$ cat config.mk
export PLATFORM = sky130hd
export DESIGN_NAME = adc_channel_config_mux
export DESIGN_NICKNAME = d
export VERILOG_FILES = /design/src/verilog/chan_mux_pkg.sv /design/src/verilog/chan_cfg_if.sv /design/src/verilog/adc_channel_config_mux.sv /design/src/verilog/chan_cfg_store.sv /design/src/verilog/mux_route_decode.sv
export SDC_FILE = /design/constraint.sdc
export NUM_CORES = 1
export LEC_CHECK = 0
export BUFFER_PORTS_ARGS = -buffer_cell sky130_fd_sc_hd__buf_2
export CAP_MARGIN = 20
export CORE_MARGIN = 2
export CORE_UTILIZATION = 32
export DETAILED_ROUTE_END_ITERATION = 10
export PLACE_DENSITY = 0.61
export SLEW_MARGIN = 20
export SYNTH_ARGS = -nofsm -noshare
export SYNTH_HDL_FRONTEND = slang
export SYNTH_HIERARCHICAL = 1
export SYNTH_SLANG_ARGS = --single-unit
$ cat constraint.sdc
create_clock -name clk -period 5.8 [get_ports clk]
set_input_delay 0 -clock clk [delete_from_list [all_inputs] [get_ports clk]]
set_output_delay 0 -clock clk [all_outputs]
set_load 0.01 [all_outputs]
$ cat src/verilog/chan_mux_pkg.sv
// Purpose: shared constants and types for the channel configuration and mux control block
// Assumes: 100 MHz clock, 32-bit register bus with byte addresses
// Notes: register fields live in the low bits of each word
package chan_mux_pkg;
  localparam int NUM_INPUTS = 16;
  localparam int CLK_PERIOD_PS = 10000;
  // register byte offsets
  localparam logic [7:0] CFG_BASE_ADDR = 8'h00;
  localparam logic [7:0] CTRL_ADDR = 8'h40;
  localparam logic [7:0] STATUS_ADDR = 8'h44;
  // channel_config_reg field positions
  localparam int PAIR_LSB = 0;
  localparam int MODE_BIT = 2;
  localparam int HIZ_BIT = 3;
  localparam int CFG_W = 4;
  localparam logic [3:0] CFG_RESET = 4'h0;
  // pairing sources
  localparam logic [1:0] PAIR_REF_GROUND = 2'h0;
  localparam logic [1:0] PAIR_COMMON = 2'h1;
  localparam logic [1:0] PAIR_EVEN_ODD = 2'h2;
  // sequencing modes
  localparam logic [1:0] SEQ_STANDARD = 2'h0;
  localparam logic [1:0] SEQ_ADVANCED = 2'h1;
  localparam logic [1:0] SEQ_TWO_CYCLE = 2'h2;
  localparam logic [1:0] SEQ_SINGLE_CYCLE = 2'h3;
  localparam logic [1:0] CTRL_RESET = 2'h0;
  // timing
  localparam int HIZ_CLOSE_DELAY_NS = 250;
  localparam int HIZ_CLOSE_CYCLES = (HIZ_CLOSE_DELAY_NS * 1000 + CLK_PERIOD_PS - 1) / CLK_PERIOD_PS;
  localparam int CNT_W = 6;
  // negative and positive switch positions above the inputs
  localparam int NEG_COM_POS = 16;
  localparam int NEG_GND_POS = 17;
  localparam int POS_TEMP_POS = 16;

  typedef struct packed {
    logic hiz;
    logic bipolar;
    logic [1:0] pair;
  } cfg_s;

  typedef enum logic [3:0] {
    PH_IDLE = 4'h1,
    PH_BREAK = 4'h2,
    PH_ACQ = 4'h4,
    PH_CONV = 4'h8
  } phase_e;
endpackage : chan_mux_pkg

$ cat src/verilog/chan_cfg_if.sv
// Purpose: carries configuration lookups and writes between control and register store
// Assumes: single clock domain
// Notes: lookups are combinational
`timescale 1ns/10ps
interface chan_cfg_if;
  import chan_mux_pkg::*;
  logic wr_en;
  logic [3:0] wr_idx;
  logic [3:0] wr_data;
  logic [3:0] sel_idx;
  logic [3:0] even_idx;
  logic [3:0] bus_idx;
  cfg_s sel_cfg;
  cfg_s even_cfg;
  cfg_s zero_cfg;
  cfg_s bus_cfg;
  modport store (input wr_en, wr_idx, wr_data, sel_idx, even_idx, bus_idx,
                 output sel_cfg, even_cfg, zero_cfg, bus_cfg);
  modport user (output wr_en, wr_idx, wr_data, sel_idx, even_idx, bus_idx,
                input sel_cfg, even_cfg, zero_cfg, bus_cfg);
endinterface : chan_cfg_if

$ cat src/verilog/adc_channel_config_mux.sv
// Purpose: channel configuration registers and mux switch control for a 16-input SAR converter
// Assumes: sequencer strobes and raw codes come from logic on the same clock
// Notes: one Avalon wait state on every access
//
// Notes on behaviour
// - any of 16 inputs or the temperature sensor can reach the positive core input
// - both route switches open fully before new ones close; only sequencing logic drives them
// - each of the 16 inputs has its own pairing and polarity configuration
// - negative core input comes from reference ground, common pin, or next odd input
// - unipolar results are straight binary, pseudobipolar results two's complement
// - pairing from the pairing field, polarity from the polarity field of config registers
// - selecting the odd input of a configured pair acts like selecting the even one
// - in a pair even drives positive, odd negative; only the even config applies
// - standard sequencer: all inputs use channel zero's pairing
// - other sequencing modes: each input uses its own pairing
// - polarity always comes from the input's own configuration
// - reference ground pairing forces unipolar operation
// - standard sequencer: high-Z enable for all inputs comes from channel zero
// - other sequencing modes: each input's high-Z enable is its own
// - high-Z mode is forced on while sampling the temperature sensor
// - high-Z on: sample switches close partway into acquisition; off: at once
//
// Added by the designer: the register addresses and the Avalon-MM interface to the registers.
`timescale 1ns/10ps
module adc_channel_config_mux #(
  parameter int CODE_W = 16
) (
  // clock and reset
  input wire logic clk,
  input wire logic nrst,
  // avalon-mm slave
  input wire logic [7:0] address,
  input wire logic read,
  input wire logic write,
  input wire logic [31:0] writedata,
  input wire logic [3:0] byteenable,
  output logic [31:0] readdata,
  output logic waitrequest,
  // sequencer strobes
  input wire logic acq_start,
  input wire logic [3:0] acq_chan,
  input wire logic acq_temp,
  input wire logic conv_start,
  input wire logic conv_done,
  // raw core codes
  input wire logic [CODE_W-1:0] raw_code,
  input wire logic raw_valid,
  // formatted results
  output logic [CODE_W-1:0] result_code,
  output logic result_valid,
  output logic result_bipolar,
  // switch controls
  output logic [16:0] positive_route_switch,
  output logic [17:0] negative_route_switch,
  output logic sample_switch,
  output logic input_hiz_enable
);
  import chan_mux_pkg::*;

  // port widths below are fixed for sixteen inputs and a four-bit channel index
  if (NUM_INPUTS != 16) begin : g_bad_inputs
    $error("NUM_INPUTS must be 16");
  end
  if (CODE_W < 2 || CODE_W > 24) begin : g_bad_code_w
    $error("CODE_W out of range");
  end
  // the high-Z delay counter must be able to reach its limit
  if (HIZ_CLOSE_CYCLES < 1 || HIZ_CLOSE_CYCLES >= 2 ** CNT_W) begin : g_bad_hiz_cnt
    $error("HIZ_CLOSE_CYCLES does not fit CNT_W");
  end

  typedef struct packed {
    phase_e phase;
    logic [CNT_W-1:0] cnt;
    logic [3:0] lat_chan;
    logic lat_temp;
    cfg_s lat_cfg;
    logic [16:0] pos_sw;
    logic [17:0] neg_sw;
    logic sample_sw;
    logic [1:0] seq_mode;
    logic overlap_err;
    logic [31:0] rdata;
    logic waitreq;
    logic [CODE_W-1:0] result;
    logic result_vld;
  } state_s;

  state_s s_reg;
  state_s s_next;

  chan_cfg_if cfg_bus ();

  chan_cfg_store u_store (
    .clk(clk),
    .nrst(nrst),
    .cfg(cfg_bus.store)
  );

  // resolving the selected channel
  logic standard_mode;
  logic [3:0] even_chan;
  logic [1:0] even_pair;
  logic use_even;
  cfg_s base_cfg;
  logic [3:0] route_chan;
  cfg_s eff_cfg;
  logic [16:0] dec_pos;
  logic [17:0] dec_neg;

  assign standard_mode = (s_reg.seq_mode == SEQ_STANDARD);
  assign even_chan = {acq_chan[3:1], 1'b0};
  assign cfg_bus.sel_idx = acq_chan;
  assign cfg_bus.even_idx = even_chan;

  always_comb begin
    // pairing of the even neighbour, or of channel zero in standard mode, decides whether an odd pick folds back
    even_pair = standard_mode ? cfg_bus.zero_cfg.pair : cfg_bus.even_cfg.pair;
    use_even = acq_chan[0] && (even_pair == PAIR_EVEN_ODD);
    base_cfg = use_even ? cfg_bus.even_cfg : cfg_bus.sel_cfg;
    route_chan = use_even ? even_chan : acq_chan;
    eff_cfg = base_cfg;
    if (standard_mode) begin
      eff_cfg.pair = cfg_bus.zero_cfg.pair;
      eff_cfg.hiz = cfg_bus.zero_cfg.hiz;
    end else begin
      eff_cfg.pair = base_cfg.pair;
      eff_cfg.hiz = base_cfg.hiz;
    end
    // odd input with its own even/odd pairing has no neighbour above it
    if (route_chan[0] && eff_cfg.pair == PAIR_EVEN_ODD) begin
      eff_cfg.pair = PAIR_REF_GROUND;
    end
    // spare pairing code falls back to ground, so polarity is forced unipolar below
    if (!(eff_cfg.pair inside {PAIR_COMMON, PAIR_EVEN_ODD})) begin
      eff_cfg.pair = PAIR_REF_GROUND;
    end
    eff_cfg.bipolar = base_cfg.bipolar;
    if (eff_cfg.pair == PAIR_REF_GROUND) begin
      eff_cfg.bipolar = 1'b0;
    end
    if (acq_temp) begin
      eff_cfg.pair = PAIR_REF_GROUND;
      eff_cfg.bipolar = 1'b0;
      eff_cfg.hiz = 1'b1;
    end
  end

  mux_route_decode u_route (
    .temp_sel(s_reg.lat_temp),
    .chan(s_reg.lat_chan),
    .pair(s_reg.lat_cfg.pair),
    .pos_sw(dec_pos),
    .neg_sw(dec_neg)
  );

  // bus decode
  logic bus_req;
  logic bus_take;
  logic cfg_hit;
  logic ctrl_hit;
  logic status_hit;
  assign bus_req = read || write;
  assign bus_take = bus_req && !s_reg.waitreq;
  assign cfg_hit = (address[7:6] == CFG_BASE_ADDR[7:6]);
  assign ctrl_hit = (address[7:2] == CTRL_ADDR[7:2]);
  assign status_hit = (address[7:2] == STATUS_ADDR[7:2]);
  assign cfg_bus.bus_idx = address[5:2];
  assign cfg_bus.wr_en = bus_take && write && cfg_hit && byteenable[0];
  assign cfg_bus.wr_idx = address[5:2];
  assign cfg_bus.wr_data = writedata[3:0];

  always_comb begin
    s_next = s_reg;
    s_next.result_vld = 1'b0;

    // one wait state, then accept for exactly one edge
    if (bus_req && s_reg.waitreq) begin
      s_next.waitreq = 1'b0;
      s_next.rdata = 32'h0000_0000;
      if (cfg_hit) begin
        s_next.rdata[3:0] = cfg_bus.bus_cfg;
      end else if (ctrl_hit) begin
        s_next.rdata[1:0] = s_reg.seq_mode;
      end else if (status_hit) begin
        s_next.rdata[3:0] = s_reg.lat_cfg;
        s_next.rdata[7:4] = s_reg.lat_chan;
        s_next.rdata[8] = s_reg.lat_temp;
        s_next.rdata[9] = s_reg.sample_sw;
        s_next.rdata[10] = s_reg.overlap_err;
        s_next.rdata[15:12] = s_reg.phase;
      end
    end else begin
      s_next.waitreq = 1'b1;
    end

    if (bus_take && write && ctrl_hit && byteenable[0]) begin
      s_next.seq_mode = writedata[1:0];
    end
    // reading status clears the overlap flag; a new overlap still wins
    if (bus_take && read && status_hit) begin
      s_next.overlap_err = 1'b0;
    end

    unique case (s_reg.phase)
      PH_IDLE: begin
        if (acq_start) begin
          s_next.lat_chan = acq_temp ? 4'h0 : route_chan;
          s_next.lat_temp = acq_temp;
          s_next.lat_cfg = eff_cfg;
          s_next.pos_sw = '0;
          s_next.neg_sw = '0;
          s_next.sample_sw = 1'b0;
          s_next.cnt = '0;
          s_next.phase = PH_BREAK;
        end
      end
      PH_BREAK: begin
        // everything is open this cycle, so the new path closes only now
        s_next.pos_sw = dec_pos;
        s_next.neg_sw = dec_neg;
        s_next.sample_sw = !s_reg.lat_cfg.hiz;
        s_next.cnt = CNT_W'(1);
        s_next.phase = PH_ACQ;
      end
      PH_ACQ: begin
        if (s_reg.lat_cfg.hiz && !s_reg.sample_sw) begin
          if (s_reg.cnt >= CNT_W'(HIZ_CLOSE_CYCLES)) begin
            s_next.sample_sw = 1'b1;
          end else begin
            s_next.cnt = s_reg.cnt + CNT_W'(1);
          end
        end
        if (conv_start) begin
          s_next.sample_sw = 1'b0;
          s_next.phase = PH_CONV;
        end
      end
      PH_CONV: begin
        if (conv_done) begin
          s_next.phase = PH_IDLE;
        end
      end
    endcase

    // a strobe in any phase but idle (break, acquisition or conversion) is dropped, latched settings stay put
    if (acq_start && s_reg.phase != PH_IDLE) begin
      s_next.overlap_err = 1'b1;
    end

    if (raw_valid) begin
      s_next.result = raw_code;
      if (s_reg.lat_cfg.bipolar) begin
        s_next.result[CODE_W-1] = !raw_code[CODE_W-1];
      end
      s_next.result_vld = 1'b1;
    end
  end

  always_ff @(posedge clk or negedge nrst) begin
    if (!nrst) begin
      s_reg.phase <= PH_IDLE;
      s_reg.cnt <= '0;
      s_reg.lat_chan <= 4'h0;
      s_reg.lat_temp <= 1'b0;
      s_reg.lat_cfg <= CFG_RESET;
      s_reg.pos_sw <= '0;
      s_reg.neg_sw <= '0;
      s_reg.sample_sw <= 1'b0;
      s_reg.seq_mode <= CTRL_RESET;
      s_reg.overlap_err <= 1'b0;
      s_reg.rdata <= 32'h0000_0000;
      s_reg.waitreq <= 1'b1;
      s_reg.result <= '0;
      s_reg.result_vld <= 1'b0;
    end else begin
      s_reg <= s_next;
    end
  end

  assign readdata = s_reg.rdata;
  assign waitrequest = s_reg.waitreq;
  assign result_code = s_reg.result;
  assign result_valid = s_reg.result_vld;
  assign result_bipolar = s_reg.lat_cfg.bipolar;
  assign positive_route_switch = s_reg.pos_sw;
  assign negative_route_switch = s_reg.neg_sw;
  assign sample_switch = s_reg.sample_sw;
  assign input_hiz_enable = s_reg.lat_cfg.hiz;
endmodule : adc_channel_config_mux

$ cat src/verilog/chan_cfg_store.sv
// Purpose: one configuration word per analog input
// Assumes: writes come from the bus slave on the same clock
// Notes: four lookup ports, all combinational
`timescale 1ns/10ps
module chan_cfg_store (
  // clock and reset
  input wire logic clk,
  input wire logic nrst,
  // lookups and writes
  chan_cfg_if.store cfg
);
  import chan_mux_pkg::*;

  typedef struct packed {
    logic [NUM_INPUTS-1:0][CFG_W-1:0] word;
  } store_s;

  store_s s_reg;
  store_s s_next;

  always_comb begin
    s_next = s_reg;
    if (cfg.wr_en) begin
      s_next.word[cfg.wr_idx] = cfg.wr_data;
    end
  end

  always_ff @(posedge clk or negedge nrst) begin
    if (!nrst) begin
      s_reg.word <= {NUM_INPUTS{CFG_RESET}};
    end else begin
      s_reg <= s_next;
    end
  end

  assign cfg.sel_cfg = cfg_s'(s_reg.word[cfg.sel_idx]);
  assign cfg.even_cfg = cfg_s'(s_reg.word[cfg.even_idx]);
  assign cfg.zero_cfg = cfg_s'(s_reg.word[0]);
  assign cfg.bus_cfg = cfg_s'(s_reg.word[cfg.bus_idx]);
endmodule : chan_cfg_store

$ cat src/verilog/mux_route_decode.sv
// Purpose: turns a resolved channel and pairing into switch positions
// Assumes: inputs already resolved for pairs and sequencing mode
// Notes: purely combinational, caller registers the result
`timescale 1ns/10ps
module mux_route_decode (
  // selection
  input wire logic temp_sel,
  input wire logic [3:0] chan,
  input wire logic [1:0] pair,
  // switch positions, one-hot
  output logic [16:0] pos_sw,
  output logic [17:0] neg_sw
);
  import chan_mux_pkg::*;

  logic [3:0] odd_chan;
  logic use_com;
  logic use_odd;
  assign odd_chan = {chan[3:1], 1'b1};
  assign use_com = !temp_sel && (pair == PAIR_COMMON);
  assign use_odd = !temp_sel && (pair == PAIR_EVEN_ODD) && !chan[0];

  genvar i;
  generate
    for (i = 0; i < NUM_INPUTS; i++) begin : g_in
      assign pos_sw[i] = !temp_sel && (chan == 4'(i));
      assign neg_sw[i] = use_odd && (odd_chan == 4'(i));
    end
  endgenerate

  assign pos_sw[POS_TEMP_POS] = temp_sel;
  assign neg_sw[NEG_COM_POS] = use_com;
  assign neg_sw[NEG_GND_POS] = !use_com && !use_odd;
endmodule : mux_route_decode
## Word level (Yosys, flattened, before mapping)

Cells that the tools add are included.

| storage, ports and cells | value |
|---|---|
| output and inout port bits | 88 |
| register bits | 155 |
| word-level logic and storage cells | 191 |
| bits of input ports | 73 |

| operators by class | value |
|---|---|
| muxes and demuxes | 44 |
| add/sub/neg operators | 1 |
| order comparisons | 5 |
| reduce and logical (&&, ||, !) cells | 67 |
| equality and inequality tests | 42 |

Operator list:

| kind | count |
|---|---|
| $pmux 35 s2 | 1 |
| $bwmux 64 | 1 |
| $mux 55 | 1 |
| $mux 4 | 13 |
| $logic_and 1x1->1 | 43 |
| $eq 4x4->1 const B | 9 |
| $bmux 4 s4 | 2 |
| $eq 4x3->1 const B | 5 |
| $pmux 6 s3 | 1 |
| $demux 4 s4 | 1 |
| $pmux 4 s4 | 1 |
| $lt 4x5->1 const B | 3 |
| $bmux 4 s3 | 1 |
| $eq 3x3->1 const B | 4 |
| $eq 4x2->1 const B | 3 |
| $eq 6x5->1 const B | 2 |
| $mux 6 | 2 |
| $mux 1 | 11 |
| $mux 11 | 1 |
| $mux 2 | 5 |
| $ne 2x2->1 const B | 5 |
| $mux 9 | 1 |
| $eq 2x2->1 const B | 4 |
| $eq 4x1->1 const B | 2 |
| other kinds (20) | 37 |

## Logic depth before layout (Yosys ltp)

Gate-level depths: netlist of the first run.

| depth | value |
|---|---|
| word-level depth | 18 |
| gate-level depth with buffers | 13 |
| depth with buffers taken out | 11 |

## Cells and area by module

Netlist of the first run, hierarchy kept.

Modules (own cells, without submodules):

| module | instances | cells each | seq. area each (µm²) | area each (µm²) |
|---|---|---|---|---|
| adc_channel_config_mux | 1 | 409 | 2,279.7 | 4,446.8 |
| chan_cfg_store | 1 | 281 | 1,601.5 | 4,008.8 |
| mux_route_decode | 1 | 52 | 0.0 | 296.5 |

## Worst setup path before layout of the first run

OpenSTA, ideal clock, no wires.

| path | value |
|---|---|
| path kind | reg2reg |
| start | reg u_store.s_reg, in the netlist u_store/cfg.zero_cfg[1] |
| end | reg s_reg, in the netlist result_bipolar |
| setup time | 0.110 ns |
| slack | 3.355 ns |
| data required time | 5.690 ns |
| data arrival time | 2.334 ns |
| clock period less this slack | 2.445 ns |
| cell stages (with the launch flop) | 10 |
| buffers on the path | 0 |
| path through | dfrtp_1 > mux4_2 > a22oi_1 > nand3_1 > a311o_1 > o22ai_1 > nor2_1 > a21o_1 > ha_1 > o41ai_1 |

RTL lines:

| element | RTL line | RTL |
|---|---|---|
| start: declaration | chan_cfg_store.sv:18 | `store_s s_reg;` |
| start signal: assignment | chan_cfg_store.sv:32 | `s_reg <= s_next;` |
| end signal: assignment | adc_channel_config_mux.sv:277 | `s_reg <= s_next;` |
| end: declaration | adc_channel_config_mux.sv:89 | `state_s s_reg;` |

## Worst setup path after layout of the first run

| path | value |
|---|---|
| start | reg s_reg, in the netlist waitrequest |
| end | reg u_store/s_reg[32] in the netlist's numbering |

| on the way | value |
|---|---|
| cells in the longest elaborated chain, start to end | 5 |

Ends and longest elaborated chain:

| element | RTL line | RTL |
|---|---|---|
| $logic_not 1->1 | adc_channel_config_mux.sv:164 | `assign bus_take = bus_req && !s_reg.waitreq;` |
| $logic_and 1x1->1 | adc_channel_config_mux.sv:164 |  |
| $logic_and 1x1->1 (3 in a row) | adc_channel_config_mux.sv:169 | `assign cfg_bus.wr_en = bus_take && write && cfg_hit && byteenable[0];` |
| named net cfg_bus.wr_en | chan_cfg_if.sv:7 | `logic wr_en;` |

The timed path passes the listed nets, and every way through them passes these cells.
A chain may end at the register's enable or synchronous reset.

==> metrics.cfg, run 1 <==
[worst_setup_path]
worstPathCellList = nand3b_1 -> nor3_1 -> nand2_2 -> or4_1 -> mux2_4
critical-path-max-stage-delay_ns = 0.91
slowest_stage = nor3_1
required_ns = 6.12
crit_arrival_ns = 3.13
crit_cells = 5
rr_startpoint = waitrequest
crit_family = simple AND/OR/NAND/NOR gates
startpoint_type = flip-flop
worstPathBufferInverterCount = 0
r2r_end = u_store/s_reg[32]
critical_path.max_fanout = 7
ff2ff_path_depth = 5
r2r_setup_slack_ns = 2.98
critical_path_class = flip-flop to flip-flop
critPathLaunch = waitrequest
end_kind = flip-flop

[logic_synthesis]
netlist_instances = 741
synth.avg_cell_area_um2 = 11.8
yosys_warnings = 6
mappedNetlistArea_um2 = 8740

[power_and_ir_drop]
p_leak_nw = 4.47
pwr_density_cell_nw_per_um2 = 314
vdd_drop_max_uv = 221

[routing]
wire_per_inst_um = 17.8
drt_wl_total_um = 20300
first_pass_iters = 6
drt_iter0_markers = 484
viasPerCell = 5.11
drc = 0
antenna_left = 0
via_count = 5828

[floorplan]
fp-row-count = 60
die_w_um = 169
coreArea_um2 = 26900
dieHeight_um = 169
die_area_um2 = 28700
start_util = 0.325
io_pins = 161

[job]
cap_viol_max_count = 0

[placed_design]
hpwl_um = 13700
port_buffers = 110
gp_congestion = 0.839
post-place-ws_ns = 2.92

[cells_and_area]
nNetsFinal = 863
drive_above_1_share = 0.360
nFillCells = 2631
syn_to_final_growth_pct = 11.7
fin_util = 0.364
largest_reg_flops = 60

[timing]
grt_setup_unrepaired = no
fin_ws_ns = 2.98
fin_setup_tns_ns = 0
finalHoldViolations = 0
period_needed_ns = 2.82
skew_ns = 0.0101
finalSetupViolCount = 0
slew_violations = 0
timing.fmax_mhz = 355
period_share = 0.486
tightest_slew_ns = 1.14
slew-limit-headroom = 0.236

[global_route]
overflow = 0
grt_pass1_vias = 5768
antenna_found_initial = 1
grt_max_degree = 83
grt_pass1_wl_um = 32800
grt_usage = 0.146

[clock_tree]
clkSinkCount = 155
clkLatencyLatePin_ns = 0.43
clk_pin_slew_ns = 0.07
cts_buffer_depth = 2
cts_tree = built
cts_max_level = 4
cts_buffers = 17
root_buffer = clkbuf_16

[worst_hold_path]
hold_end = readdata[3]
hold_path_class = primary input to flip-flop
hold_start = address[6]
hold_depth = 4

[run_status]
status = finished, final reports clean

[metal layers]
metal / GRT usage / wire length [um] / vias to the layer above
met2: 0.221 / 9240 / 180
met1: 0.212 / 9590 / 2949
li1: - / - / 2682
met3: 0.0350 / 1260 / 17
met5: 0 / 0 / -
met4: 0.0372 / 227 / 0
[worst reg2reg max path, stage by stage (launching register included)]
cell and delay (ns):
dfstp_2 0.39, nand3b_1 0.24, nor3_1 0.91, nand2_2 0.19, or4_1 0.63, mux2_4 0.35
[repair_timing]
item,in CTS,in global routing
buffers inserted,0,0
gates resized for setup,0,0
endpoints found under the hold margin,112,0
hold buffers,27,0
[final cells by class]
type / instances / area (um2) / share of cell area
diodes: 1 / 2.50 / 0.000256
inverters: 9 / 33.8 / 0.00346
clock buffers: 18 / 439 / 0.0449
repair buffers: 141 / 857 / 0.0877
flip-flops and latches: 155 / 3880 / 0.397
well taps: 341 / 427 / 0.0437
multi-input cells: 461 / 4000 / 0.410
clock inverters: 14 / 129 / 0.0132
[metrics by stage]
step                power [mW]  instance area (um2)  hold slack (ns)  std cells
finish                    3.07                 9770           0.0739       1140
detailed placement        2.00                 8930           0.0966       1080
CTS                       3.10                 9770           0.0614       1139
global route              3.25                 9770           0.0941       1140
global placement          1.98                 8930           0.0947       1080
floorplan                 1.87                 8830           -0.296        765
[where the power goes]
group | switching, mW | total (mW) | leakage, nW | internal, mW
combinational | 0.374 | 0.660 | 2.12 | 0.286
clock | 0.505 | 1.08 | 0.270 | 0.576
sequential | 0.127 | 1.33 | 2.07 | 1.20
[cell usage in the layout, fill, tap and decap left out, drive strengths merged, types with 4 or more instances in the layout]
master / count
a21oi: 8
a22o: 35
a22oi: 15
buf: 114
clkbuf: 18
clkinv: 4
conb: 26
dfrtp: 153
dlygate4sd3: 27
ha: 5
inv: 16
mux2: 82
mux4: 48
nand2: 55
nand2b: 12
nand3: 28
nand3b: 6
nor2: 37
nor2b: 10
nor3: 13
nor3b: 4
o21ai: 29
or3: 4
[worst max-delay path by stage]
stage | endpoint | slack, ns
floorplan | result_bipolar | 3.36
global placement | result_bipolar | 2.96
detailed placement | result_bipolar | 2.92
CTS | u_store/s_reg[35] | 3.01
global route | result_bipolar | 2.78
finish | u_store/s_reg[32] | 2.98
Power figures use the tool's default switching activity.
==> run 2, diff against run 1 <==
--- a/config.mk
+++ b/config.mk
@@ -10,7 +10,7 @@
 export CORE_MARGIN = 2
 export CORE_UTILIZATION = 32
 export DETAILED_ROUTE_END_ITERATION = 10
-export PLACE_DENSITY = 0.61
+export PLACE_DENSITY = 0.63
 export SLEW_MARGIN = 20
 export SYNTH_ARGS = -nofsm -noshare
 export SYNTH_HDL_FRONTEND = slang
==> constraint.sdc (replaced) <==
create_clock -name clk -period 2.25 [get_ports clk]
set_input_delay 0 -clock clk [delete_from_list [all_inputs] [get_ports clk]]
set_output_delay 0 -clock clk [all_outputs]
set_load 0.01 [all_outputs]
==> metrics.cfg, run 2 (synthesized netlist as in run 1, its figures left out) <==
[power_and_ir_drop]
clkPwrFrac = 0.366
power.share.combinational = 0.223
intPower_mw = 5.70
p_sw_mw = 2.59
swShare = 0.312
pwr_density_cell_nw_per_um2 = 803
p_leak_nw = 4.82
pwr-share-seq = 0.411
vdd_drop_max_uv = 490

[routing]
drt_wl_total_um = 21300
via_count = 6057
drc = 0
wire_per_inst_um = 17.8
viasPerCell = 5.06
drt_iter0_markers = 502
antenna_left = 0
first_pass_iters = 5

[clock_tree]
cts_max_level = 4
root_buffer = clkbuf_16
cts_tree = built
clkSinkCount = 155
clk_pin_slew_ns = 0.07
cts_buffers = 17
cts_buffer_depth = 2
clkLatencyLatePin_ns = 0.43

[floorplan]
start_util = 0.325
fp-row-count = 60
dieHeight_um = 169
die_area_um2 = 28700
io_pins = 161
die_w_um = 169
coreArea_um2 = 26900

[timing]
finalHoldViolations = 0
tightest_slew_ns = 0.726
timing.fmax_mhz = 407
period_needed_ns = 2.46
grt_setup_unrepaired = yes
skew_ns = 0.0129
fin_setup_tns_ns = -0.364
period_share = 1.09
fin_ws_ns = -0.207
slew-limit-headroom = 0.516
finalSetupViolCount = 3
slew_violations = 0

[worst_setup_path]
r2r_setup_slack_ns = -0.21
crit_arrival_ns = 2.78
required_ns = 2.57
critical_path.max_fanout = 3
end_kind = flip-flop
startpoint_type = flip-flop
critical_path_class = flip-flop to flip-flop

[cells_and_area]
drive_above_1_share = 0.413
layout_commonest_cell = dfrtp_1
area.sequential_um2 = 3880
layout.cells.non_filler = 1196
nNetsFinal = 919
syn_to_final_growth_pct = 18.0
final_cell_mix = dfrtp_1 (153), buf_2 (109), mux2_2 (70)
largest_reg_flops = 60
multi_input_area_um2 = 4040
nFillCells = 2588

[run_status]
status = finished, violations left
violations = setup timing

[global_route]
grt_usage = 0.153
overflow = 0
antenna_found_initial = 2
grt_pass1_vias = 6021
grt_max_degree = 73
grt_pass1_wl_um = 34300

[placed_design]
gp_congestion = 0.876
placed_cells = 1135
hpwl_um = 15000
port_buffers = 110

[worst_hold_path]
hold_path_class = primary input to flip-flop

[job]
cap_viol_max_count = 0

==> run 2: cell types whose count changed in the layout (fill, tap and decap cells not counted), moves of 3 or more <==
cell           change
clkinv_2           +3
a22oi_2            +3
buf_4             +54
a22oi_1            -3
bufinv_16          +3
buf_12             +5
dlygate4sd3_1      -3
==> run 2: critical path, stage by stage (launching register included) <==
cell     delay (ns)
dfrtp_1        0.38
mux4_2         0.47
a22oi_2        0.22
nand3_2        0.11
a311o_1        0.29
o22ai_1        0.16
nor2_1         0.08
a21o_1         0.18
ha_2           0.27
o41ai_2        0.19
==> run 2: per-layer routing <==
| metal | global-route usage | part of all wire |
|---|---|---|
| met1 | 0.220 | 0.47 |
| met2 | 0.233 | 0.46 |
| met3 | 0.0378 | 0.063 |
| met4 | 0.0386 | 0.0096 |
| met5 | 0 | 0.00033 |
==> run 2: worst paths after layout <==
kind | start | to | depth (start not counted)
min | writedata[2] | u_store/s_reg[6] | 2
min in group asynchronous | nrst | u_store/s_reg[55] | 2
min reg2reg | s_reg[50] | s_reg[50] | 2
max | u_store/s_reg[9] | result_bipolar | 9
max in group asynchronous | nrst | waitrequest | 3
max reg2reg | u_store/s_reg[9] | result_bipolar | 9
==> run 2: through the flow <==
step                total power [mW]  worst slack, ns  hold slack [ns]   util  instance area (um2)
floorplan                       4.82           -0.195           -0.296      -                 8830
global placement                5.22           -0.320           0.0769  0.350                 9410
detailed placement              5.27           -0.407           0.0863  0.350                 9410
CTS                             8.38           -0.199           0.0573  0.383                10300
global route                    8.74           -0.318           0.0748  0.384                10300
finish                          8.29           -0.207           0.0618  0.384                10300
==> run 2: what timing repair did <==
item,4_1_cts,5_1_grt
endpoints found under the setup margin,3,8
pin swaps,7,4
setup buffers,4,0
hold buffers,24,0
cloned,0,0
endpoints found under the hold margin,98,0
resized for setup,4,3
==> run 2: power by group through the flow <==
stage | Combinational, mW | Clock [mW] | Sequential [mW]
2_1_floorplan | 1.48 | 0 | 3.34
3_3_place_gp | 1.78 | 0 | 3.44
3_5_place_dp | 1.81 | 0 | 3.46
4_1_cts | 1.86 | 3.11 | 3.40
5_1_grt | 2.03 | 3.25 | 3.46
6_report | 1.85 | 3.04 | 3.41
==> run 2: cell type report <==
type	count	area share
Multi-Input combinational cell	461	0.391
Clock buffer	17	0.0412
Timing Repair Buffer	197	0.129
Clock inverter	15	0.0179
Inverter	9	0.00327
Tap cell	341	0.0413
Sequential cell	155	0.376
Antenna cell	1	0.000242
==> run 3, diff against run 2 <==
--- a/config.mk
+++ b/config.mk
@@ -10,7 +10,7 @@
 export CORE_MARGIN = 2
 export CORE_UTILIZATION = 32
 export DETAILED_ROUTE_END_ITERATION = 10
-export PLACE_DENSITY = 0.63
+export SETUP_SLACK_MARGIN = 0.02
 export SLEW_MARGIN = 20
 export SYNTH_ARGS = -nofsm -noshare
 export SYNTH_HDL_FRONTEND = slang
==> metrics.cfg, run 3 (synthesized netlist as in run 1, its figures left out) <==
[worst_setup_path]
rr_startpoint = u_store/s_reg[9]
startpoint_type = flip-flop
ff2ff_path_depth = 9
endpoint = result_bipolar
required_ns = 2.58
critical_path_class = flip-flop to flip-flop
critical_path.max_fanout = 3
r2r_setup_slack_ns = -0.20
critPathLaunch = u_store/s_reg[9]
end_kind = flip-flop
crit_arrival_ns = 2.79
r2r_end = result_bipolar

[routing]
drc = 0
viasPerCell = 5.17
wire_per_inst_um = 18.2
first_pass_iters = 5
antenna_left = 0
via_count = 6213
drt_iter0_markers = 390
drt_wl_total_um = 21900

[run_status]
status = finished, violations left
violations = setup timing

[power_and_ir_drop]
vdd_drop_max_uv = 376
pwr_density_cell_nw_per_um2 = 795
p_leak_nw = 4.88

[floorplan]
io_pins = 161
dieHeight_um = 169
die_w_um = 169
fp-row-count = 60
coreArea_um2 = 26900
start_util = 0.325
die_area_um2 = 28700

[clock_tree]
cts_buffers = 17
clkSinkCount = 155
cts_max_level = 4
root_buffer = clkbuf_16
clk_pin_slew_ns = 0.07
cts_tree = built
clkLatencyLatePin_ns = 0.43
cts_buffer_depth = 2

[cells_and_area]
largest_reg_flops = 60
nNetsFinal = 926
fin_util = 0.387
drive_above_1_share = 0.425
final_cell_mix = dfrtp_1 (153), buf_2 (109), mux2_2 (70)
syn_to_final_growth_pct = 18.9
diodes = 0
design_area_um2 = 10400
layout_commonest_cell = dfrtp_1
nFillCells = 2621

[job]
cap_viol_max_count = 0

[timing]
slew-limit-headroom = 0.624
period_share = 1.09
grt_setup_unrepaired = yes
fin_ws_ns = -0.204
fin_setup_tns_ns = -0.453
hold-worst-slack_ns = 0.0457
slew_violations = 0
timing.fmax_mhz = 408
tightest_slew_ns = 0.564
period_needed_ns = 2.45
finalSetupViolCount = 3
skew_ns = 0.0146
finalHoldViolations = 0

[worst_hold_path]
hold_path_class = primary input to flip-flop

[global_route]
grt_usage = 0.157
overflow = 0
grt_pass1_vias = 6200
grt_max_degree = 58
antenna_found_initial = 0
grt_pass1_wl_um = 35000

[placed_design]
post-place-ws_ns = -0.379
dpl_cell_area_um2 = 9450
hpwl_um = 15300
gp_congestion = 0.890
port_buffers = 110

==> run 3: metrics by stage <==
stage,std cells,power (mW)
floorplan,765,4.82
global placement,1143,5.22
detailed placement,1143,5.26
CTS,1201,8.34
global route,1202,8.70
finish,1202,8.27
==> run 3: worst min path at each step <==
stage | slack, ns | from | endpoint | cells after the start
3_5_place_dp | 0.02 | nrst | negative_route_switch[0] | 1
2_1_floorplan | -0.30 | nrst | input_hiz_enable | 0
4_1_cts | 0.02 | acq_chan[2] | s_reg[96] | 4
6_report | 0.05 | acq_chan[2] | s_reg[96] | 4
3_3_place_gp | 0.01 | nrst | negative_route_switch[0] | 1
5_1_grt | 0.05 | acq_chan[2] | s_reg[96] | 4
==> run 3: critical path: stages, from the launching register on <==
cell and delay, ns:
dfrtp_1 0.39, mux4_2 0.48, a22oi_2 0.23, nand3_2 0.11, a311o_1 0.30, o22ai_2 0.17
nor2_2 0.06, a21o_1 0.17, ha_2 0.26, o41ai_2 0.18
==> run 3: cell type report <==
| cell class | count | area (um2) | area share |
|---|---|---|---|
| clock buffers | 17 | 425 | 0.0409 |
| clock inverters | 15 | 195 | 0.0188 |
| inverters | 9 | 33.8 | 0.00325 |
| multi-input cells | 461 | 4060 | 0.391 |
| flip-flops and latches | 155 | 3880 | 0.373 |
| well taps | 341 | 427 | 0.0410 |
| repair buffers | 204 | 1370 | 0.132 |
==> run 3: per-layer routing <==
layer,track usage,share of wire
met1,0.226,0.47
met5,0,0
met4,0.0409,0.010
met3,0.0289,0.053
met2,0.245,0.47
==> run 3: power by group <==
group	leakage, nW	switching, mW	internal [mW]
combinational	2.50	1.01	0.830
clock	0.304	1.39	1.61
sequential	2.07	0.328	3.10
==> run 3: timing repair <==
item,4_1_cts,5_1_grt
hold buffers,23,0
hold endpoints to repair,85,0
setup endpoints to repair,3,15
gates resized for setup,5,8
pin swaps,9,4
setup buffers,3,1
